File: config.mk
export PLATFORM = sky130hd
export DESIGN_NAME = fault_injection_countdown
export DESIGN_NICKNAME = d
export VERILOG_FILES = /design/src/shared/fic_pkg.sv /design/src/core/fault_injection_countdown.sv /design/src/core/error_gen_counter.sv
export SDC_FILE = /design/constraint.sdc
export NUM_CORES = 1
export LEC_CHECK = 0
export ABC_AREA = 1
export BUFFER_PORTS_ARGS = -buffer_cell sky130_fd_sc_hd__buf_2
export CAP_MARGIN = 10
export CORE_MARGIN = 2
export CORE_UTILIZATION = 30
export CTS_CLUSTER_DIAMETER = 150
export DETAILED_ROUTE_END_ITERATION = 10
export GPL_ROUTABILITY_DRIVEN = 0
export PLACE_DENSITY = 0.57
export SLEW_MARGIN = 20
export SYNTH_ARGS = -nofsm -noshare
export SYNTH_HDL_FRONTEND = slang
export SYNTH_SLANG_ARGS = --single-unit
File: constraint.sdc
create_clock -name clk_in -period 6.3 [get_ports clk_in]
set_clock_uncertainty 0.15 [all_clocks]
set_input_delay 1.26 -clock clk_in [delete_from_list [all_inputs] [get_ports clk_in]]
set_output_delay 1.26 -clock clk_in [all_outputs]
set_load 0.05 [all_outputs]
File: src/shared/fic_pkg.sv
package fic_pkg;
	// ==========================================================
	// widths
	localparam int CTL_W = 6;
	localparam int CDN_W = 32;
	localparam int FEAT_W = 8;
	localparam int DATA_W = 32;
	localparam int REC_IDX_W = 4;
	localparam int REV_W = 4;
	localparam int UET_W = 2;
	// ==========================================================
	// control register fields
	localparam int CTL_COUNTDOWN_ENABLE_POS = 0;
	localparam int CTL_CE_POS = 1;
	localparam int CTL_DE_POS = 2;
	localparam int CTL_UE_POS = 3;
	localparam int CTL_UET_LSB = 4;
	// ==========================================================
	// feature register fields
	localparam int FEAT_TYPES_LSB = 0;
	localparam int FEAT_CDN_POS = 3;
	localparam int FEAT_VIEW_INJ_LSB = 0;
	// error type masks, order {ue, de, ce}
	localparam logic [2:0] NODE_TYPES = 3'h7;
	localparam logic [2:0] INJ_TYPES = 3'h7;
	localparam logic [1:0] INJ_SUPPORT = 2'h1;
	localparam logic [1:0] INJ_ABSENT = 2'h0;
	localparam logic [REV_W-1:0] MIN_GROUP_REV = 4'h1;
	localparam logic [REC_IDX_W-1:0] FIRST_RECORD = 4'h0;
	// ==========================================================
	// reset values
	localparam logic [CTL_W-1:0] CTL_RESET = 6'h00;
	localparam logic [CDN_W-1:0] CDN_RESET = 32'h0000_0000;
	localparam logic [DATA_W-1:0] DATA_RESET = 32'h0000_0000;
	localparam logic [UET_W-1:0] UET_RESET = 2'h0;
	localparam logic [FEAT_W-1:0] FEAT_RESET = 8'h00;

	typedef enum logic [2:0] {
		CNT_IDLE = 3'b001,
		CNT_RUN = 3'b010,
		CNT_PEND = 3'b100
	} cnt_state_e;
endpackage

File: src/core/fault_injection_countdown.sv
// Notes on behaviour
// - a recorded fake error raises fault, recovery and in-band signals chosen by its type.
// - injection only fakes detection; access data passes through untouched.
// - only types both injector and node support are injected; others inject nothing.
// - the injector supports every type the node supports.
// - the record feature view reports a nonzero support field, zero when absent.
// - injection capabilities are readable from the injection feature register.
// - injection is off while the detect enable is writable and zero.
// - in a memory-mapped group injection needs a group revision of at least one.
// - the narrow execution state cannot reach injection registers but still sees the support field.
// - writing one to the countdown enable with a nonzero value loads the counter.
// - a zero countdown value written with the enable does not load the counter; a running count keeps decrementing.
// - an enabled nonzero counter decrements each clock and enters pending at zero.
// - in pending the next access fakes the configured error and leaves pending.
// - a recorded fake error sets valid and the type flags from the control register.
// - injection registers exist only in the first record of the node.
`timescale 1ns/1ps
`default_nettype none
module fault_injection_countdown (
	input wire logic clk_in,
	input wire logic rst_n_in,
	input wire logic ctl_wr_in,
	input wire logic [fic_pkg::CTL_W-1:0] ctl_wdata_in,
	input wire logic cdn_wr_in,
	input wire logic [fic_pkg::CDN_W-1:0] cdn_wdata_in,
	input wire logic [fic_pkg::REC_IDX_W-1:0] record_select_in,
	input wire logic narrow_state_in,
	input wire logic error_detect_enable_in,
	input wire logic ed_writable_in,
	input wire logic mmio_group_in,
	input wire logic [fic_pkg::REV_W-1:0] group_arch_revision_in,
	input wire logic report_log_enable_in,
	input wire logic fh_irq_en_in,
	input wire logic fh_ce_irq_en_in,
	input wire logic er_ue_irq_en_in,
	input wire logic er_de_irq_en_in,
	input wire logic inband_en_in,
	input wire logic status_clear_in,
	input wire logic access_in,
	input wire logic [fic_pkg::DATA_W-1:0] access_data_in,
	output logic access_valid_out,
	output logic [fic_pkg::DATA_W-1:0] access_data_out,
	output logic [fic_pkg::CTL_W-1:0] inject_control_reg_out,
	output logic [fic_pkg::CDN_W-1:0] inject_countdown_reg_out,
	output logic [fic_pkg::FEAT_W-1:0] inject_feature_reg_out,
	output logic [fic_pkg::FEAT_W-1:0] record_feature_view_out,
	output logic status_valid_out,
	output logic uncorrected_flag_out,
	output logic corrected_flag_out,
	output logic deferred_flag_out,
	output logic [fic_pkg::UET_W-1:0] uncorrected_error_type_out,
	output logic fault_irq_out,
	output logic recovery_irq_out,
	output logic inband_error_out,
	output logic inject_pending_out
);
	import fic_pkg::*;

	// ==========================================================
	// reset release
	logic rst_meta_ff;
	logic rst_sync_ff;

	always_ff @(posedge clk_in or negedge rst_n_in) begin
		if (!rst_n_in) begin
			rst_meta_ff <= 1'b0;
			rst_sync_ff <= 1'b0;
		end else begin
			rst_meta_ff <= 1'b1;
			rst_sync_ff <= rst_meta_ff;
		end
	end

	// true when the selection is exactly one type that both sides support
	function automatic logic type_ok(input logic [2:0] sel);
		logic [2:0] usable;
		usable = sel & INJ_TYPES & NODE_TYPES;
		type_ok = (sel == 3'h1 || sel == 3'h2 || sel == 3'h4) && usable != 3'h0;
	endfunction

	function automatic logic [2:0] type_sel(input logic [CTL_W-1:0] ctl);
		type_sel = {ctl[CTL_UE_POS], ctl[CTL_DE_POS], ctl[CTL_CE_POS]};
	endfunction

	// ==========================================================
	// software registers
	logic [CTL_W-1:0] ctl_ff;
	logic [CTL_W-1:0] nxt_ctl;
	logic [CDN_W-1:0] cdn_ff;
	logic [CDN_W-1:0] nxt_cdn;
	logic load_ff;
	logic nxt_load;
	logic reg_reach;

	always_comb begin
		// the narrow state and later records see no injection registers
		reg_reach = !narrow_state_in && record_select_in == FIRST_RECORD;
		nxt_ctl = ctl_ff;
		nxt_cdn = cdn_ff;
		nxt_load = 1'b0;
		if (ctl_wr_in && reg_reach) begin
			nxt_ctl = ctl_wdata_in;
			nxt_load = ctl_wdata_in[CTL_COUNTDOWN_ENABLE_POS];
		end
		if (cdn_wr_in && reg_reach) begin
			nxt_cdn = cdn_wdata_in;
		end
	end

	always_ff @(posedge clk_in or negedge rst_sync_ff) begin
		if (!rst_sync_ff) begin
			ctl_ff <= CTL_RESET;
			cdn_ff <= CDN_RESET;
			load_ff <= 1'b0;
		end else begin
			ctl_ff <= nxt_ctl;
			cdn_ff <= nxt_cdn;
			load_ff <= nxt_load;
		end
	end

	// ==========================================================
	// injection gating and counter
	logic allowed;
	logic pending;
	logic fire;
	logic [2:0] sel;

	always_comb begin
		sel = type_sel(ctl_ff);
		allowed = !(ed_writable_in && !error_detect_enable_in)
			&& (!mmio_group_in || group_arch_revision_in >= MIN_GROUP_REV);
	end

	error_gen_counter u_counter (
		.clk_in(clk_in),
		.rst_n_in(rst_sync_ff),
		.load_in(load_ff),
		.load_val_in(cdn_ff),
		.enable_in(ctl_ff[CTL_COUNTDOWN_ENABLE_POS]),
		.allowed_in(allowed),
		.access_in(access_in),
		.type_ok_in(type_ok(sel)),
		.pending_out(pending),
		.fire_out(fire)
	);

	// ==========================================================
	// error record status and signalling
	logic valid_ff;
	logic nxt_valid;
	logic ue_ff;
	logic nxt_ue;
	logic ce_ff;
	logic nxt_ce;
	logic de_ff;
	logic nxt_de;
	logic [UET_W-1:0] uet_ff;
	logic [UET_W-1:0] nxt_uet;
	logic fh_ff;
	logic nxt_fh;
	logic er_ff;
	logic nxt_er;
	logic ib_ff;
	logic nxt_ib;
	logic rec;

	always_comb begin
		rec = fire && report_log_enable_in;
		nxt_valid = valid_ff;
		nxt_ue = ue_ff;
		nxt_ce = ce_ff;
		nxt_de = de_ff;
		nxt_uet = uet_ff;
		if (status_clear_in) begin
			nxt_valid = 1'b0;
			nxt_ue = 1'b0;
			nxt_ce = 1'b0;
			nxt_de = 1'b0;
			nxt_uet = UET_RESET;
		end
		// a record landing with a clear wins over the clear
		if (rec) begin
			nxt_valid = 1'b1;
			nxt_ue = sel[2];
			nxt_de = sel[1];
			nxt_ce = sel[0];
			nxt_uet = sel[2] ? ctl_ff[CTL_UET_LSB +: UET_W] : UET_RESET;
		end
		nxt_fh = rec && ((fh_irq_en_in && (sel[2] || sel[1])) || (fh_ce_irq_en_in && sel[0]));
		nxt_er = rec && ((er_ue_irq_en_in && sel[2]) || (er_de_irq_en_in && sel[1]));
		nxt_ib = rec && inband_en_in && sel[2];
	end

	always_ff @(posedge clk_in or negedge rst_sync_ff) begin
		if (!rst_sync_ff) begin
			valid_ff <= 1'b0;
			ue_ff <= 1'b0;
			ce_ff <= 1'b0;
			de_ff <= 1'b0;
			uet_ff <= UET_RESET;
			fh_ff <= 1'b0;
			er_ff <= 1'b0;
			ib_ff <= 1'b0;
		end else begin
			valid_ff <= nxt_valid;
			ue_ff <= nxt_ue;
			ce_ff <= nxt_ce;
			de_ff <= nxt_de;
			uet_ff <= nxt_uet;
			fh_ff <= nxt_fh;
			er_ff <= nxt_er;
			ib_ff <= nxt_ib;
		end
	end

	// ==========================================================
	// read views and data path
	logic [CTL_W-1:0] rd_ctl_ff;
	logic [CTL_W-1:0] nxt_rd_ctl;
	logic [CDN_W-1:0] rd_cdn_ff;
	logic [CDN_W-1:0] nxt_rd_cdn;
	logic [FEAT_W-1:0] rd_feat_ff;
	logic [FEAT_W-1:0] nxt_rd_feat;
	logic [FEAT_W-1:0] view_ff;
	logic [FEAT_W-1:0] nxt_view;
	logic [DATA_W-1:0] data_ff;
	logic data_vld_ff;
	logic pend_ff;

	always_comb begin
		nxt_rd_ctl = reg_reach ? ctl_ff : CTL_RESET;
		nxt_rd_cdn = reg_reach ? cdn_ff : CDN_RESET;
		nxt_rd_feat = FEAT_RESET;
		if (reg_reach) begin
			nxt_rd_feat[FEAT_TYPES_LSB +: 3] = INJ_TYPES & NODE_TYPES;
			nxt_rd_feat[FEAT_CDN_POS] = 1'b1;
		end
		// the support field stays visible from every state through the view
		nxt_view = FEAT_RESET;
		nxt_view[FEAT_VIEW_INJ_LSB +: 2] = (record_select_in == FIRST_RECORD) ? INJ_SUPPORT : INJ_ABSENT;
	end

	always_ff @(posedge clk_in or negedge rst_sync_ff) begin
		if (!rst_sync_ff) begin
			rd_ctl_ff <= CTL_RESET;
			rd_cdn_ff <= CDN_RESET;
			rd_feat_ff <= FEAT_RESET;
			view_ff <= FEAT_RESET;
			data_ff <= DATA_RESET;
			data_vld_ff <= 1'b0;
			pend_ff <= 1'b0;
		end else begin
			rd_ctl_ff <= nxt_rd_ctl;
			rd_cdn_ff <= nxt_rd_cdn;
			rd_feat_ff <= nxt_rd_feat;
			view_ff <= nxt_view;
			data_ff <= access_data_in;
			data_vld_ff <= access_in;
			pend_ff <= pending;
		end
	end

	always_comb begin
		access_valid_out = data_vld_ff;
		access_data_out = data_ff;
		inject_control_reg_out = rd_ctl_ff;
		inject_countdown_reg_out = rd_cdn_ff;
		inject_feature_reg_out = rd_feat_ff;
		record_feature_view_out = view_ff;
		status_valid_out = valid_ff;
		uncorrected_flag_out = ue_ff;
		corrected_flag_out = ce_ff;
		deferred_flag_out = de_ff;
		uncorrected_error_type_out = uet_ff;
		fault_irq_out = fh_ff;
		recovery_irq_out = er_ff;
		inband_error_out = ib_ff;
		inject_pending_out = pend_ff;
	end
endmodule // fault_injection_countdown
`default_nettype wire

File: src/core/error_gen_counter.sv
`timescale 1ns/1ps
`default_nettype none
module error_gen_counter (
	input wire logic clk_in,
	input wire logic rst_n_in,
	input wire logic load_in,
	input wire logic [fic_pkg::CDN_W-1:0] load_val_in,
	input wire logic enable_in,
	input wire logic allowed_in,
	input wire logic access_in,
	input wire logic type_ok_in,
	output logic pending_out,
	output logic fire_out
);
	import fic_pkg::*;

	cnt_state_e state_ff;
	cnt_state_e nxt_state;
	logic [CDN_W-1:0] cnt_ff;
	logic [CDN_W-1:0] nxt_cnt;
	logic run_ok;

	// ==========================================================
	// countdown and pending state
	always_comb begin
		nxt_state = state_ff;
		nxt_cnt = cnt_ff;
		fire_out = 1'b0;
		run_ok = enable_in && allowed_in;
		case (state_ff)
			CNT_IDLE: begin
				// a zero countdown written with the enable leaves the counter alone
				if (load_in && load_val_in != CDN_RESET) begin
					nxt_cnt = load_val_in;
					nxt_state = CNT_RUN;
				end
			end
			CNT_RUN: begin
				if (load_in && load_val_in != CDN_RESET) begin
					nxt_cnt = load_val_in;
				end else if (run_ok) begin
					nxt_cnt = cnt_ff - 32'h0000_0001;
					if (cnt_ff == 32'h0000_0001) begin
						nxt_state = CNT_PEND;
					end
				end
			end
			CNT_PEND: begin
				if (load_in && load_val_in != CDN_RESET) begin
					nxt_cnt = load_val_in;
					nxt_state = CNT_RUN;
				end else if (access_in && run_ok) begin
					// an unsupported type still leaves the pending state, but fakes nothing
					fire_out = type_ok_in;
					nxt_state = CNT_IDLE;
				end
			end
			default: begin
				nxt_state = CNT_IDLE;
			end
		endcase
		pending_out = (state_ff == CNT_PEND);
	end

	always_ff @(posedge clk_in or negedge rst_n_in) begin
		if (!rst_n_in) begin
			state_ff <= CNT_IDLE;
			cnt_ff <= CDN_RESET;
		end else begin
			state_ff <= nxt_state;
			cnt_ff <= nxt_cnt;
		end
	end
endmodule // error_gen_counter
`default_nettype wire

==> metrics.yaml <==
logic_synthesis:
  synthCells: 841
  avgSynthCellArea_um2: 8.34
  ys_seq_area_frac: 0.567
  ys_ff_latch: 159
  yosysTopAreaCellShare: 0.563
  async_flop_share: 1.00
  ys_top_cells_by_area: "dfrtp_1 (56%), nand2_1 (12%), nor2_1 (9.0%)"
  synth_common_cells: "nand2_1 (218), nor2_1 (168), dfrtp_1 (158), inv_1 (77), nand3_1 (53)"
  synth_edf_count: 0
  synthFlopType: "dfrtp_1"
  yosysTopAreaCell: "dfrtp_1"
  synth.most_common_cell: "nand2_1"
  syn_area_um2: 7020
  synth.distinct_cells: 34
  yosysWarnings: 0
worst_setup_path:
  slowest_delay_ns: 0.35
  worstPathMaxFanout: 33
  cp.buffers_inverters: 4
  cp_data_required_time_ns: 6.47
  worstSetupPathType: "input pin to register"
  cp_slowest_cell: "buf_4"
  end_kind: "register"
  setup.worst_path.start: "ed_writable_in"
  crit_chain: "buf_2, a21oi_1, nand2_1, inv_1, nand2_1, a21oi_4, buf_4, inv_2, nand2_1, nand2_1"
  crit_top_cell: "nand2_1"
  crit_family: "buffers and inverters"
  rrSetupSlack_ns: 3.58
  reg2reg_from: "cdn_ff[31]"
  crit_arrival_ns: 2.90
  startpoint_type: "input pin"
cts:
  cts_tree: "yes"
  cts_hold_buf: 0
  insertion_delay_ns: 0.42
  htree_levels: 4
  cts_made_buffers: 17
  cts.sinks: 159
  cts_resized: 0
  cts.reportedPaths.clkPinSlew_ns: 0.07
  cts_buffer_depth: 2
  post-cts-setup-buffers: 0
  cts_root_buf: "clkbuf_16"
timing:
  grt_setup_unrepaired: "no"
  setup_viol: 0
  worst_slew_pin_slew_ns: 0.906
  max_freq_mhz: 366
  min_period_ns: 2.73
  fin_ws_ns: 3.57
  slew_viol_final: 0
  finalHoldViolations: 0
  max_slew_margin: 0.396
  fin_tns_setup_ns: 0
  period_share: 0.434
route:
  drt_first_iter_violations: 302
  firstDrtPassIters: 5
  vias: 5797
  drt-total-wl_um: 17800
  wl_per_cell_um: 13.3
  drc_errors: 0
  drtAntennaViolNets: 0
  via_per_inst: 4.32
placed_design:
  dp.cells: 1309
  port_buffers: 179
  dpl-instance-area_um2: 8140
  dp_hpwl_um: 12700
  pre_cts_ws_ns: 3.05
pwr:
  pwr-share-comb: 0.249
  powerDensity_nw_per_um2: 358
  seqPwrFrac: 0.430
  intPower_mw: 1.95
  p_leak_nw: 4.65
  power_mw: 3.12
  clkPwrFrac: 0.321
  p_switching_mw: 1.17
  irDropWorstVdd_uv: 155
  p_sw_frac: 0.374
run:
  drv_cap: 0
outcome:
  status: "complete, no violations"
final_layout:
  fin_nets: 1111
  area_growth_pct: 24.2
  fillers: 2393
  stdcell_count: 1343
  drive_above_1_share: 0.244
  fin_area_um2: 8710
floorplanning:
  initial_core_util: 0.308
  rows: 55
  die_y_um: 157
  die-area_um2: 24600
  core_area_um2: 22800
  die_x_um: 157
  pin_count: 191
worst_hold_path:
  worstHoldStart: "rst_meta_ff"
  hold_class: "register to register"
global_route:
  grt_antenna_before_repair: 2
  grt_pass1_vias: 5619
  grt_max_degree: 74
  gr-total-overflow: 0
  track_usage: 0.150
  grt_pass1_wl_um: 28700
power groups by stage:
stage	registers [mW]	clock network (mW)	logic, mW
CTS	1.34	1.04	0.780
global placement	1.36	0	0.766
detailed placement	1.36	0	0.776
global route	1.37	1.08	0.889
finish	1.34	1.00	0.775
floorplan	1.38	0	0.555
final cells by class:
class | count | area (um2) | area share
multi-input combinational | 569 | 2520 | 0.289
inverter | 85 | 322 | 0.0369
antenna | 2 | 5.00 | 0.000574
clock inverter | 15 | 141 | 0.0162
timing repair buffer | 183 | 926 | 0.106
clock buffer | 17 | 425 | 0.0488
sequential | 159 | 3980 | 0.457
tap | 313 | 392 | 0.0449
per-stage QoR:
stage                      util  hold slack (ns)
after global routing      0.383            0.234
after floorplan               -            0.181
final                     0.383            0.222
after CTS                 0.382            0.226
after detailed placement  0.357            0.198
after global placement    0.357            0.188
placed cells by master (no fill, tap or decap), drive strengths merged:
master      n
inv        96
o2111ai     1
xor2        4
or2         4
nor3        6
o21bai      2
o21ai      10
clkbuf     17
clkinv      3
and2        1
conb       12
nand3      54
a21oi      39
diode       2
buf       183
nor2      182
dfstp       1
xnor2       4
ha          2
nand2     223
nand4      25
dfrtp     158
clkinvlp    1
logic make-up after synthesis:
family                     share of synthesized area
AOI/OAI and AO/OA                             0.0415
xor gates and xnor gates                     0.00998
adders and majority gates                    0.00357
buffers and inverters                         0.0801
DFF                                            0.567
other                                        0.00107
and+or+nand+nor                                0.297
metal layers:
layer	vias up	GRT usage	wire, um
li1	2940	-	-
met1	2708	0.194	8010
met2	131	0.248	8720
met3	18	0.0344	846
met4	0	0.0498	259
met5	-	0	0
final timing paths:
path	to	cells past startpoint
worst max-delay path	u_counter.cnt_ff[29]	10
worst min-delay path	rst_sync_ff	0
worst max register to register	u_counter.cnt_ff[29]	10
worst min register to register	rst_sync_ff	0
max in group asynchronous	inject_pending_out	1
min in group asynchronous	inject_countdown_reg_out[29]	0
state kept, by name, indices dropped and copies added (netlist names), 2 cells and up:
name / cells
access_data_out: 32
cdn_ff: 32
ctl_ff: 6
inject_control_reg_out: 6
inject_countdown_reg_out: 32
u_counter.cnt_ff: 32
u_counter.state_ff: 3
uncorrected_error_type_out: 2
(Power assumes the default switching activity.)
